--- src/verilog/larmo_pkg.sv ---
// Constants, opcode fields and state encodings for the literal and register move core.
// Assumes one clock at 25 MHz, one machine phase per clock, four phases per cycle.
package larmo_pkg;

    // ----------------------------------------------------------------
    // Clock and instruction cycle
    // ----------------------------------------------------------------
    localparam int CLK_PERIOD_NS = 40;
    localparam int PHASES_PER_CYCLE = 4;

    // ----------------------------------------------------------------
    // Opcode fields
    // ----------------------------------------------------------------
    localparam logic [7:0] OPC_LOAD_BANK = 8'h01;  // Upper byte of the bank-select literal load.
    localparam logic [7:0] OPC_LOAD_W = 8'h0e;     // Upper byte of the working literal load.
    localparam logic [6:0] OPC_STORE_W = 7'h37;    // Bits 15:9 of the store to file.
    localparam logic [3:0] OPC_COPY_SRC = 4'hc;    // First word of the file-to-file copy.
    localparam logic [3:0] OPC_COPY_DST = 4'hf;    // Second word of the file-to-file copy.
    localparam int ACCESS_BIT = 8;                 // Position of the bank-access bit.

    // ----------------------------------------------------------------
    // Data memory layout
    // ----------------------------------------------------------------
    localparam int ADDR_W = 12;
    localparam logic [7:0] ACCESS_SPLIT = 8'h80;   // Offsets below this map to the low bank.
    localparam logic [3:0] ACCESS_LOW_BANK = 4'h0;
    localparam logic [3:0] ACCESS_HIGH_BANK = 4'hf;

    // ----------------------------------------------------------------
    // Reset values
    // ----------------------------------------------------------------
    localparam logic [7:0] W_RESET = 8'h00;
    localparam logic [7:0] BANK_SELECT_RESET = 8'h00;

    // ----------------------------------------------------------------
    // Encodings
    // ----------------------------------------------------------------
    typedef enum logic [3:0] {
        PH_Q1 = 4'b0001,
        PH_Q2 = 4'b0010,
        PH_Q3 = 4'b0100,
        PH_Q4 = 4'b1000
    } larmo_phase_e;

    typedef enum logic [5:0] {
        OP_NONE = 6'b000001,
        OP_LOAD_BANK = 6'b000010,
        OP_LOAD_W = 6'b000100,
        OP_STORE_W = 6'b001000,
        OP_COPY_SRC = 6'b010000,
        OP_COPY_DST = 6'b100000
    } larmo_op_e;

endpackage : larmo_pkg

--- src/verilog/larmo_core.sv ---
// Execution of the data-move instructions of an 8-bit core: bank-select literal load,
// working literal load, store of the working register to a file register, and the
// quadrature-phase activity of the two-word file-to-file copy.
// Assumes the fetch side holds instr_i steady through Q1 and that file_rdata_i answers
// a read within the Q2 phase in which file_re_o is high.
//
// Summary of operation
// - Bank-select literal load writes the literal into the bank select register only.
// - Opcode 0110 111a stores the working register into the addressed file register.
// - With the access bit set, the 8-bit file offset reaches every location of a 256-byte bank.
// - Access bit one takes the bank from the bank select register.
module larmo_core (
    // Clock and reset
    input wire logic clk_i,
    input wire logic rst_i,
    // Instruction fetch
    input wire logic [15:0] instr_i,
    input wire logic instr_valid_i,
    output logic instr_taken_o,
    // Data memory
    output logic [larmo_pkg::ADDR_W-1:0] file_addr_o,
    output logic [7:0] file_wdata_o,
    output logic file_re_o,
    output logic file_we_o,
    input wire logic [7:0] file_rdata_i,
    // Core state
    output larmo_pkg::larmo_phase_e phase_o,
    output logic [7:0] w_o,
    output logic [7:0] bank_select_register_o,
    output logic unknown_op_o
);
    import larmo_pkg::*;

    larmo_op_e op;
    logic copy_pending;
    logic [7:0] literal;
    logic [ADDR_W-1:0] copy_dst;
    logic [7:0] copy_hold;
    logic take;

    // ----------------------------------------------------------------
    // Phase generator
    // ----------------------------------------------------------------
    larmo_qphase u_qphase (
        .clk_i(clk_i),
        .rst_i(rst_i),
        .phase_o(phase_o)
    );

    // ----------------------------------------------------------------
    // Decode helpers
    // ----------------------------------------------------------------
    // Opcode classification of a single word that does not follow a copy source word.
    function automatic larmo_op_e decode_word(input logic [15:0] word);
        larmo_op_e res;
        res = OP_NONE;
        if (word[15:8] == OPC_LOAD_BANK) begin
            res = OP_LOAD_BANK;
        end else if (word[15:8] == OPC_LOAD_W) begin
            res = OP_LOAD_W;
        end else if (word[15:9] == OPC_STORE_W) begin
            res = OP_STORE_W;
        end else if (word[15:12] == OPC_COPY_SRC) begin
            res = OP_COPY_SRC;
        end
        return res;
    endfunction : decode_word

    // Forms a 12-bit data address from an 8-bit offset and the access bit.
    function automatic logic [ADDR_W-1:0] form_address(input logic [7:0] offset,
                                                       input logic use_bank,
                                                       input logic [7:0] bank);
        logic [3:0] sel;
        sel = ACCESS_LOW_BANK;
        if (use_bank) begin
            sel = bank[3:0];
        end else if (offset >= ACCESS_SPLIT) begin
            sel = ACCESS_HIGH_BANK;
        end
        return {sel, offset};
    endfunction : form_address

    // A word is taken at the end of Q1; a lone second copy word decodes as no operation.
    assign take = (phase_o == PH_Q1) && instr_valid_i;

    // ----------------------------------------------------------------
    // Instruction sequencing
    // ----------------------------------------------------------------
    // The operation stays latched from the end of Q1 and is retired at the end of Q4.
    always_ff @(posedge clk_i) begin
        if (rst_i) begin
            op <= OP_NONE;
            copy_pending <= 1'b0;
            literal <= 8'h00;
            copy_dst <= '0;
        end else begin
            case (phase_o)
                PH_Q1: begin
                    if (take) begin
                        literal <= instr_i[7:0];
                        if (copy_pending) begin
                            copy_pending <= 1'b0;
                            copy_dst <= instr_i[11:0];
                            op <= (instr_i[15:12] == OPC_COPY_DST) ? OP_COPY_DST : OP_NONE;
                        end else begin
                            op <= decode_word(instr_i);
                        end
                    end
                end
                PH_Q4: begin
                    // The second word must arrive in the very next cycle to pair.
                    copy_pending <= (op == OP_COPY_SRC);
                    op <= OP_NONE;
                end
                default: begin
                    op <= op;
                end
            endcase
        end
    end

    // Flags a fetched word that no decoder here recognises; one-cycle pulse in Q2.
    always_ff @(posedge clk_i) begin
        if (rst_i) begin
            unknown_op_o <= 1'b0;
            instr_taken_o <= 1'b0;
        end else begin
            instr_taken_o <= take;
            if (take) begin
                if (copy_pending) begin
                    unknown_op_o <= (instr_i[15:12] != OPC_COPY_DST);
                end else begin
                    unknown_op_o <= (decode_word(instr_i) == OP_NONE);
                end
            end else begin
                unknown_op_o <= 1'b0;
            end
        end
    end

    // ----------------------------------------------------------------
    // Data memory strobes
    // ----------------------------------------------------------------
    // Read in Q2 and write in Q4, so a store never overlaps the read of the same cycle.
    always_ff @(posedge clk_i) begin
        if (rst_i) begin
            file_addr_o <= '0;
            file_wdata_o <= 8'h00;
            file_re_o <= 1'b0;
            file_we_o <= 1'b0;
        end else begin
            file_re_o <= 1'b0;
            file_we_o <= 1'b0;
            case (phase_o)
                PH_Q1: begin
                    if (take && !copy_pending) begin
                        if (decode_word(instr_i) == OP_STORE_W) begin
                            file_re_o <= 1'b1;
                            file_addr_o <= form_address(instr_i[7:0], instr_i[ACCESS_BIT],
                                                        bank_select_register_o);
                        end else if (decode_word(instr_i) == OP_COPY_SRC) begin
                            file_re_o <= 1'b1;
                            file_addr_o <= instr_i[11:0];
                        end
                    end
                end
                PH_Q3: begin
                    if (op == OP_STORE_W) begin
                        file_we_o <= 1'b1;
                        file_wdata_o <= w_o;
                    end else if (op == OP_COPY_DST) begin
                        file_we_o <= 1'b1;
                        file_addr_o <= copy_dst;
                        file_wdata_o <= copy_hold;
                    end
                end
                default: begin
                    file_addr_o <= file_addr_o;
                end
            endcase
        end
    end

    // Source byte of a copy, caught as the Q2 read completes.
    always_ff @(posedge clk_i) begin
        if (rst_i) begin
            copy_hold <= 8'h00;
        end else if (phase_o == PH_Q2 && op == OP_COPY_SRC) begin
            copy_hold <= file_rdata_i;
        end
    end

    // ----------------------------------------------------------------
    // Core registers
    // ----------------------------------------------------------------
    // W changes at the end of Q4, so a store in the same cycle still sees the old value.
    always_ff @(posedge clk_i) begin
        if (rst_i) begin
            w_o <= W_RESET;
        end else if (phase_o == PH_Q4 && op == OP_LOAD_W) begin
            w_o <= literal;
        end
    end

    // The whole literal is kept; only the low nibble takes part in addressing.
    always_ff @(posedge clk_i) begin
        if (rst_i) begin
            bank_select_register_o <= BANK_SELECT_RESET;
        end else if (phase_o == PH_Q4 && op == OP_LOAD_BANK) begin
            bank_select_register_o <= literal;
        end
    end

endmodule : larmo_core

--- src/verilog/larmo_qphase.sv ---
// Four-phase instruction cycle generator: one phase per clock, Q1 through Q4.
// Assumes a synchronous active-high reset; the first phase after reset is Q1.
module larmo_qphase (
    // Clock and reset
    input wire logic clk_i,
    input wire logic rst_i,
    // Phase
    output larmo_pkg::larmo_phase_e phase_o
);
    import larmo_pkg::*;

    // ----------------------------------------------------------------
    // Phase ring
    // ----------------------------------------------------------------
    // A one-hot ring keeps each phase decode to a single flop bit.
    always_ff @(posedge clk_i) begin
        if (rst_i) begin
            phase_o <= PH_Q1;
        end else begin
            case (phase_o)
                PH_Q1: phase_o <= PH_Q2;
                PH_Q2: phase_o <= PH_Q3;
                PH_Q3: phase_o <= PH_Q4;
                PH_Q4: phase_o <= PH_Q1;
                default: phase_o <= PH_Q1;
            endcase
        end
    end

endmodule : larmo_qphase
--- config.mk ---
export PLATFORM = sky130hd
export DESIGN_NAME = larmo_core
export DESIGN_NICKNAME = d
export VERILOG_FILES = /design/src/verilog/larmo_pkg.sv /design/src/verilog/larmo_core.sv /design/src/verilog/larmo_qphase.sv
export SDC_FILE = /design/constraint.sdc
export NUM_CORES = 1
export LEC_CHECK = 0
export BUFFER_PORTS_ARGS = -buffer_cell sky130_fd_sc_hd__buf_2
export CAP_MARGIN = 20
export CORE_ASPECT_RATIO = 0.9
export CORE_MARGIN = 2
export CORE_UTILIZATION = 54
export CTS_CLUSTER_SIZE = 14
export DETAILED_ROUTE_END_ITERATION = 7
export PLACE_DENSITY_LB_ADDON = 0.3
export SLEW_MARGIN = 40
export SYNTH_ARGS = -nofsm -noshare
export SYNTH_HDL_FRONTEND = slang
export SYNTH_SLANG_ARGS = --single-unit
--- constraint.sdc ---
create_clock -name clk_i -period 2.68 [get_ports clk_i]
set_clock_uncertainty 0.05 [all_clocks]
set_input_delay 0.402 -clock clk_i [delete_from_list [all_inputs] [get_ports clk_i]]
set_output_delay 0.402 -clock clk_i [all_outputs]
set_load 0.005 [all_outputs]
# --- After elaboration in Yosys (flattened, before gate mapping) ---
# Index checks and enable logic that the tools add are counted.
word_totals:
  elab_cells: 95
  in_bits: 27
  ff_bits: 79
  out_inout_bits: 44
op_classes:
  n_mux: 36
  eq_ne: 23
  reduce_logical: 17
  magnitude_cmp: 1
  bitwise: 4
op_table:
  columns: ["operator", "count"]
  rows:
  - ["6-bit two-way mux", 15]
  - ["12-bit two-way mux", 5]
  - ["12-bit case mux with 2 select lines", 1]
  - ["8-bit two-way mux", 2]
  - ["4-bit == test, second input constant", 3]
  - ["6-bit by 4-bit == test with 1-bit output, second input constant", 2]
  - ["6-bit by 5-bit == test with 1-bit output, second input constant", 2]
  - ["4-bit case mux with 3 select lines", 1]
  - ["6-bit case mux with 2 select lines", 1]
  - ["5-bit two-way mux", 2]
  - ["8-bit by 1-bit == test with 1-bit output, second input constant", 1]
  - ["8-bit by 4-bit == test with 1-bit output, second input constant", 1]
  - ["8-bit greater-or-equal comparator, second input constant", 1]
  - ["4-bit two-way mux", 2]
  - ["7-bit by 6-bit == test with 1-bit output, second input constant", 1]
  - ["6-bit by 1-bit == test with 1-bit output, second input constant", 1]
  - ["6-bit by 2-bit == test with 1-bit output, second input constant", 1]
  - ["6-bit by 3-bit == test with 1-bit output, second input constant", 1]
  - ["6-bit == test, second input constant", 1]
  - ["1-bit two-way mux", 6]
  - ["2-bit != test, second input constant", 3]
  - ["2-bit AND reduction", 3]
  - ["2-bit nonzero test", 3]
  - ["1-bit logical AND", 5]
  - ["13 further kinds", 17]

# --- Depth between registers and ports, before layout ---
# Gate-level depths: netlist of the first run.
depth:
  depth_word: 18
  mapped_depth: 6
  depth_no_buf: 4

# --- Modules after synthesis ---
# Synthesis of the first run repeated with hierarchy kept, for this count alone.
hier_totals:
  hier_cells: 353
  hier_area_um2: 3392.0
modules_own_cells:
  columns: ["mod", "seq_area_each_um2", "area_each_um2", "cells_each", "n_inst"]
  rows:
  - ["larmo_core", 1501.4, 3249.4, 341, 1]
  - ["larmo_qphase", 80.1, 142.6, 12, 1]

# --- Least setup slack after synthesis of the first run ---
# OpenSTA, ideal clock, no wires.
synth_timing:
  path_kind: "flip-flop to flip-flop"
  from: "reg u_qphase.phase_o[1]"
  to: "reg unknown_op_o"
  setup_ns: 0.070
  n_path_buf: 2
  setup_slack_ns: 0.492
  period_less_slack_ns: 2.188
  required_time_ns: 2.560
  t_arrival_ns: 2.068
  stages_incl_launch_ff: 7
  path_cell_list: "dfxtp_1 > or4b_1 > clkbuf_1 > or3_1 > clkbuf_2 > or4_1 > a21oi_1"
synth_via:
  elab_chain_len: 4
synth_lines:
  columns: ["item", "line", "text"]
  rows:
  - ["start, declared", "larmo_qphase.sv:8", "output larmo_pkg::larmo_phase_e phase_o"]
  - ["start signal, assigned", "larmo_qphase.sv:18", "phase_o <= PH_Q1;"]
  - ["start signal, assigned", "larmo_qphase.sv:21", "PH_Q1: phase_o <= PH_Q2;"]
  - ["start signal, assigned", "larmo_qphase.sv:22", "PH_Q2: phase_o <= PH_Q3;"]
  - ["4-bit by 1-bit == test with 1-bit output", "larmo_core.sv:84", "assign take = (phase_o == PH_Q1) && instr_valid_i;"]
  - ["1-bit logical AND", "larmo_core.sv:84", null]
  - ["1-bit NOT (no line)", null, null]
  - ["2-bit OR reduction (no line)", null, null]
  - ["end signal, assigned", "larmo_core.sv:131", "unknown_op_o <= (instr_i[15:12] != OPC_COPY_DST);"]
  - ["end signal, assigned", "larmo_core.sv:133", "unknown_op_o <= (decode_word(instr_i) == OP_NONE);"]
  - ["end, declared", "larmo_core.sv:30", "output logic unknown_op_o"]
# Every way passes these cells.
# A chain may end at the register's enable or synchronous reset.

# --- Final worst setup path of the first run ---
layout_timing:
  from: "reg u_qphase.phase_o[0]"
  to: "reg unknown_op_o"
# The elaborated chain is that of the path after synthesis.

==> results of run 1 <==
[sequential cells by signal, summed over array words and instances, names as in the netlist, 4 cells and up]
register,count
u_qphase.phase_o,4
file_wdata_o,8
file_addr_o,12
copy_dst,12
literal,8
copy_hold,8
w_o,8
op,6
bank_select_register_o,8
[critical path, delay by kind of cell (launching register included)]
kind             cells  cell delay, ns
flip-flops           1            0.47
AND/OR/NAND/NOR      3            1.55
AO/OA/AOI/OAI        1            0.15
[where the power goes]
part	switching, mW	leakage [nW]	internal [mW]
Sequential	0.0363	0.638	1.21
Combinational	0.152	0.867	0.0927
Clock	0.429	0.126	0.711
Total	0.617	1.63	2.01
[logic make-up (layout without fill, tap and decap cells)]
family,count (synthesis),in the layout
and+or+nand+nor,153,153
muxes,32,32
DFF,79,79
buffers and inverters,26,102
xor gates and xnor gates,1,1
AOI/OAI and AO/OA,73,73
[routing by layer]
metal / wire, microns / track usage / vias to the layer above
li1: - / - / 1455
met1: 3630 / 0.342 / 1427
met2: 4010 / 0.405 / 106
met3: 607 / 0.0734 / 14
met4: 133 / 0.0794 / 0
met5: 0 / 0 / -
[synthesized netlist by cell type, types with 3 or more instances]
cell | number | area [sq um]
dfxtp_1 | 79 | 1580
o31ai_1 | 3 | 22.5
clkbuf_1 | 20 | 75.1
a311oi_1 | 9 | 78.8
or3_1 | 3 | 18.8
mux2i_1 | 32 | 320
a21oi_1 | 25 | 125
nand2b_1 | 4 | 25.0
o2111ai_1 | 3 | 26.3
nor4b_1 | 5 | 43.8
nand2_1 | 63 | 236
nor2_1 | 39 | 146
nor4_1 | 3 | 18.8
a211oi_1 | 22 | 165
nor3_1 | 6 | 30.0
nand3_1 | 9 | 45.0
or4_1 | 3 | 22.5
o21ai_0 | 5 | 25.0
[cell type report]
class | instances | area, sq um
Inverter | 2 | 7.51
Fill cell | 470 | 1750
Multi-Input combinational cell | 259 | 1620
Sequential cell | 79 | 1580
Clock buffer | 10 | 128
Clock inverter | 6 | 133
Tap cell | 70 | 87.6
Timing Repair Buffer | 84 | 455
[path summary, 6_finish.rpt]
kind | endpoint | startpoint | slack, ns
setup / recovery | unknown_op_o$_SDFF_PP0_ | u_qphase.phase_o[0]$_SDFF_PP1_ | 0.38
hold / removal | copy_hold[3]$_SDFFE_PP0P_ | file_rdata_i[3] | 0.22
hold reg to reg | copy_dst[9]$_SDFFE_PP0P_ | copy_dst[9]$_SDFFE_PP0P_ | 0.41
setup reg to reg | unknown_op_o$_SDFF_PP0_ | u_qphase.phase_o[0]$_SDFF_PP1_ | 0.38
[through the flow]
step / power [mW] / utilization / hold WS [ns] / cells
floorplan: 1.41 / - / 0.383 / 364
global placement: 1.50 / 0.649 / 0.392 / 494
detailed placement: 1.50 / 0.649 / 0.395 / 494
CTS: 2.64 / 0.694 / 0.218 / 510
global route: 2.72 / 0.696 / 0.230 / 510
finish: 2.63 / 0.696 / 0.221 / 510
==> results.toml, run 1 <==
[status]
status = "finished, final reports clean"

[job]
maxCapViolCount = 0

[floorplan]
rows = 26
die_h_microns = 77.9
fp.coreArea_sq_um = 5760
die_w_microns = 86.2
dieArea_sq_um = 6720
initial_core_util = 0.570
pin_count = 71

[drt]
vias = 3002
drt_iter0_drc = 261
wl_mm = 8.38
first_pass_iters = 5
ant_nets = 0
viasPerCell = 5.89
wire_per_inst_microns = 16.4
drc_errors = 0

[place]
dp_hpwl_mm = 5.72
gp_congestion = 0.869
placed_area_sq_um = 3740
pre_cts_slack_ns = 0.461
port_buffers = 70

[final_layout]
drive_gt1_frac = 0.243
synthToLayoutAreaGrowth_pct = 22.2
antennaDiodeCount = 0
finalNetCount = 462
final_cell_area_sq_um = 4010
layout_common_cells = "79 x dfxtp_1, 70 x buf_2, 63 x nand2_1, 39 x nor2_1, 32 x mux2i_1"
layout_commonest_cell = "dfxtp_1"

[timing]
maxSlewViolCount = 0
slew_headroom = 0.494
finalHoldViolCount = 0
min_period_over_period = 0.856
rsz0062_at_grt = "no"
layout_setup_ws_ns = 0.385
fmax_ghz = 0.436
post-route-min-period_ns = 2.30
setup_viol = 0
finalSetupTns_ns = 0
tightest_slew_ns = 0.759

[setup_path]
crit_type = "flip-flop to flip-flop"
end_kind = "flip-flop"
rr_worst_depth = 4
path_cells = "or4b_1 -> or3_1 -> or4_1 -> a21oi_1"
crit_fanout = 8
cp_slowest_cell = "or4b_1"
slowest_delay_ns = 0.56
critPathRequiredTime_ns = 2.91
arrival_ns = 2.53
cp-start-kind = "flip-flop"

[clock_network]
cts_sinks = 79
post_cts_buffers = 0
clockBufferDepth = 2
cts.clk_slew.worst_paths_ns = 0.08
ctsResizeCount = 0
cts_tree = "done"
cts_buffers = 9
cts_max_level = 3
clock_latency_ns = 0.35
ctsRootBufferMaster = "clkbuf_8"
holdBufCountCts = 0

[synthesis]
synth_top_family_by_area = "simple AND/OR/NAND/NOR gates"
synth.area.mux_share = 0.0976
async_flop_share = 0
synth_compound_area_frac = 0.148
yosys.area_share.adder = 0
synth.cell_area_sq_um = 3280
synth_fp_nets = 391
synth_cell_types = 41
ys_warn_count = 0
synth-xor-area-share = 0.00267
synthCells = 364
synth_edf_count = 0
avgSynthCellArea_sq_um = 9.01
yosysSeqAreaShare = 0.482
ys_seq_elements = 79
synthFlopType = "dfxtp_1"
synth-simple-area-share = 0.239

[global_route]
grt_pass1_vias = 2743
grt_use_total = 0.257
grt_pass1_wl_mm = 13.4
grt_overflow = 0
antenna_found_initial = 0
grt_start_max_net_pins = 43

[power_and_ir_drop]
peakVddDrop_v = 0.000408
power.leakage_nw = 1.63
p_per_area_nw_per_um2 = 655

[hold_path]
worstHoldPathType = "primary input to flip-flop"
min_path_cells = 3
Power figures use the tool's default switching activity.
==> inputs of run 2 (changes only) <==
--- a/config.mk
+++ b/config.mk
@@ -10,7 +10,6 @@
 export CORE_ASPECT_RATIO = 0.9
 export CORE_MARGIN = 2
 export CORE_UTILIZATION = 54
-export CTS_CLUSTER_SIZE = 14
 export DETAILED_ROUTE_END_ITERATION = 7
 export PLACE_DENSITY_LB_ADDON = 0.3
 export SLEW_MARGIN = 40
==> constraint.sdc (replaced) <==
create_clock -name clk_i -period 2.68 [get_ports clk_i]
set_clock_uncertainty 0.05 [all_clocks]
set_input_delay 0.402 -clock clk_i [delete_from_list [all_inputs] [get_ports clk_i]]
set_output_delay 0.402 -clock clk_i [all_outputs]
set_load 0.1 [all_outputs]
==> results.toml, run 2 (same netlist as run 1, synthesis figures left out) <==
[clock_network]
clockBufferDepth = 2
cts_tree = "done"
cts.clk_slew.worst_paths_ns = 0.07
clock_latency_ns = 0.35
ctsResizeCount = 0
cts_sinks = 79
cts_buffers = 9
post_cts_buffers = 0
ctsRootBufferMaster = "clkbuf_8"
cts_max_level = 3
holdBufCountCts = 0

[power_and_ir_drop]
p_per_area_nw_per_um2 = 642
p_total_mw = 2.53
power.leakage_nw = 1.61
peakVddDrop_v = 0.000501

[global_route]
grt_pass1_vias = 2779
grt_pass1_wl_mm = 13.3
grt_use_total = 0.254
grt_start_max_net_pins = 40
antenna_found_initial = 0
grt_overflow = 0

[drt]
wire_per_inst_microns = 15.7
drt_iter0_drc = 150
viasPerCell = 5.85
drc_errors = 0
ant_nets = 0
wl_mm = 7.97
first_pass_iters = 4
vias = 2973

[floorplan]
die_h_microns = 77.9
dieArea_sq_um = 6720
die_w_microns = 86.2
initial_core_util = 0.570
pin_count = 71
rows = 26
fp.coreArea_sq_um = 5760

[setup_path]
end_kind = "flip-flop"
crit_type = "flip-flop to flip-flop"
critPathRequiredTime_ns = 2.91
arrival_ns = 2.49
cp-start-kind = "flip-flop"
crit_fanout = 8

[final_layout]
reg.largest.list = "copy_dst: 12 flops, file_addr_o: 12 flops"
antennaDiodeCount = 0
drive_gt1_frac = 0.242
n_fill_cell = 482
final_util = 0.685
layout_common_cells = "76 x dfxtp_1, 70 x buf_2, 63 x nand2_1, 39 x nor2_1, 32 x mux2i_1"
finalNetCount = 461
final_cell_area_sq_um = 3950
synthToLayoutAreaGrowth_pct = 20.3
layout_commonest_cell = "dfxtp_1"

[timing]
maxSlewViolCount = 0
layout_setup_ws_ns = 0.421
fmax_ghz = 0.443
rsz0062_at_grt = "no"
setup_viol = 0
post-route-min-period_ns = 2.26
finalHoldViolCount = 0
slew_headroom = 0.527
tightest_slew_ns = 0.706
finalSetupTns_ns = 0
min_period_over_period = 0.843

[status]
status = "finished, final reports clean"

[place]
dp_hpwl_mm = 5.73
gp_congestion = 0.873
placed_area_sq_um = 3730
pre_cts_slack_ns = 0.466
port_buffers = 70

[job]
maxCapViolCount = 0

[hold_path]
worstHoldPathType = "primary input to flip-flop"
==> run 2: changes by cell type in the layout (fill, tap and decap cells not counted), sizes merged <==
cell      change
buf           -1
bufinv        -2
clkinv        +1
clkbuf        +1
clkinvlp      -1
==> run 2: worst paths after layout <==
check | from | to | slack (ns) | cells after the start
hold / removal | file_rdata_i[4] | copy_hold[4]$_SDFFE_PP0P_ | 0.24 | 3
hold reg to reg | copy_dst[4]$_SDFFE_PP0P_ | copy_dst[4]$_SDFFE_PP0P_ | 0.41 | 2
setup reg to reg | u_qphase.phase_o[1]$_SDFF_PP0_ | unknown_op_o$_SDFF_PP0_ | 0.42 | 4
setup / recovery | u_qphase.phase_o[1]$_SDFF_PP0_ | unknown_op_o$_SDFF_PP0_ | 0.42 | 4
==> run 2: layout make-up <==
cell class	count	area, sq um	area share
multi-input cells	259	1610	0.407
flip-flops and latches	79	1590	0.402
repair buffers	83	448	0.114
clock buffers	11	141	0.0358
well taps	70	87.6	0.0222
clock inverters	4	70.1	0.0178
inverters	2	7.51	0.00190
==> run 2: routing by layer <==
layer	up-vias	wire, microns	global-route usage	share of wire
met1	1410	3390	0.336	0.43
met5	-	0	0	0
met2	101	3850	0.407	0.48
li1	1455	-	-	-
met3	7	638	0.0691	0.080
met4	0	82	0.0730	0.010
==> run 2: metrics by stage <==
stage	hold slack (ns)	std cells
detailed placement	0.398	493
floorplan	0.383	364
global placement	0.389	493
global route	0.240	508
CTS	0.228	508
finish	0.241	508
==> run 2: power by group <==
group	switching (mW)	internal [mW]	leakage (nW)
clock	0.397	0.542	0.109
sequential	0.0328	1.21	0.639
combinational	0.266	0.0877	0.859
==> run 2: critical path, cell delays in order, from the launching register on <==
cell and delay, ns:
dfxtp_1 0.37, or4b_1 0.63, or3_1 0.43, or4_1 0.56, a21oi_1 0.15
==> inputs of run 3 (changes only) <==
==> constraint.sdc (replaced) <==
create_clock -name clk_i -period 2.09 [get_ports clk_i]
set_clock_uncertainty 0.05 [all_clocks]
set_input_delay 0.3135 -clock clk_i [delete_from_list [all_inputs] [get_ports clk_i]]
set_output_delay 0.3135 -clock clk_i [all_outputs]
set_load 0.1 [all_outputs]
==> results.toml, run 3 (same netlist as run 1, synthesis figures left out) <==
[timing]
tightest_slew_ns = 0.545
layout_setup_ws_ns = 0.0356
maxSlewViolCount = 0
finalHoldViolCount = 0
min_period_over_period = 0.983
hold_slack_ns = 0.159
rsz0062_at_grt = "no"
fmax_ghz = 0.487
setup_viol = 0
slew_headroom = 0.634
finalSetupTns_ns = 0
post-route-min-period_ns = 2.05

[setup_path]
end_kind = "flip-flop"
arrival_ns = 2.28
crit_type = "flip-flop to flip-flop"
cp-start-kind = "flip-flop"
rr_worst_depth = 4
critPathRequiredTime_ns = 2.32
crit_fanout = 8

[place]
dp.cells = 506
port_buffers = 70
placed_area_sq_um = 3900
dp_hpwl_mm = 5.96
gp_congestion = 0.882
pre_cts_slack_ns = 0.00983

[floorplan]
rows = 26
dieArea_sq_um = 6720
die_h_microns = 77.9
pin_count = 71
initial_core_util = 0.570
fp.coreArea_sq_um = 5760
die_w_microns = 86.2

[final_layout]
finalNetCount = 474
final-instance-count-excl-fill = 521
layout_common_cells = "75 x dfxtp_1, 70 x buf_2, 63 x nand2_1, 39 x nor2_1, 32 x mux2i_1"
layout_commonest_cell = "dfxtp_1"
drive_gt1_frac = 0.277
reg.largest.list = "copy_dst: 12 flops, file_addr_o: 12 flops"
final_cell_area_sq_um = 4120
ff_latch_area_sq_um = 1600
n_fill_cell = 452
multi_input_area_sq_um = 1640
final_util = 0.715
antennaDiodeCount = 0
synthToLayoutAreaGrowth_pct = 25.6

[power_and_ir_drop]
power.leakage_nw = 1.69
clkPwrFrac = 0.340
power_frac_comb = 0.161
p_total_mw = 3.19
p_sw_mw = 0.906
sw_frac_of_total = 0.284
peakVddDrop_v = 0.000608
p_int_mw = 2.29
p_per_area_nw_per_um2 = 776
pwr-share-seq = 0.499

[clock_network]
clock_latency_ns = 0.34
ctsRootBufferMaster = "clkbuf_8"
cts_buffers = 9
holdBufCountCts = 0
cts_sinks = 79
post_cts_buffers = 0
clockBufferDepth = 2
cts.clk_slew.worst_paths_ns = 0.08
cts_tree = "done"
cts_max_level = 3

[global_route]
grt_pass1_wl_mm = 13.2
grt_overflow = 0
grt_start_max_net_pins = 36
grt_pass1_vias = 2796
grt_use_total = 0.252
antenna_found_initial = 0

[drt]
drt_iter0_drc = 145
vias = 2984
first_pass_iters = 4
wire_per_inst_microns = 15.7
viasPerCell = 5.73
wl_mm = 8.16
ant_nets = 0
drc_errors = 0

[status]
status = "finished, final reports clean"

[hold_path]
min_path_cells = 3
worstHoldPathType = "primary input to flip-flop"

[job]
maxCapViolCount = 0
[run 3: area by class of cell]
| class | count | area share |
|---|---|---|
| repair buffers | 96 | 0.146 |
| well taps | 70 | 0.0213 |
| flip-flops and latches | 79 | 0.388 |
| clock inverters | 3 | 0.0106 |
| inverters | 2 | 0.00182 |
| multi-input cells | 259 | 0.398 |
| clock buffers | 12 | 0.0352 |
[run 3: final timing paths]
check                            startpoint                   endpoint  slack [ns]
max          u_qphase.phase_o[1]$_SDFF_PP0_    unknown_op_o$_SDFF_PP0_        0.04
max reg2reg  u_qphase.phase_o[1]$_SDFF_PP0_    unknown_op_o$_SDFF_PP0_        0.04
min                         file_rdata_i[4]  copy_hold[4]$_SDFFE_PP0P_        0.16
min reg2reg        copy_dst[8]$_SDFFE_PP0P_   copy_dst[8]$_SDFFE_PP0P_        0.41
[run 3: power by group through the flow]
stage               combinational [mW]  sequential (mW)  clock (mW)
floorplan                        0.193             1.77           0
global placement                 0.486             1.62           0
detailed placement               0.494             1.63           0
CTS                              0.510             1.59        1.11
global route                     0.548             1.60        1.18
finish                           0.514             1.60        1.08
[run 3: repair_timing]
action | CTS | global route
hold endpoints to repair | 0 | 0
endpoints found under the setup margin | 1 | 4
resized for setup | 3 | 4
cloned | 0 | 0
[run 3: worst max-delay path, stage by stage, from the launching register on]
cell and delay, ns:
dfxtp_4 0.37, or4b_4 0.54, or3_4 0.35, or4_4 0.55, a21oi_2 0.13
[run 3: routing by layer]
layer  track usage  share of wire  vias to the layer above
met2         0.410           0.48                       81
li1              -              -                     1482
met4        0.0825          0.012                        0
met1         0.325           0.45                     1413
met5             0              0                        -
met3        0.0628          0.052                        8
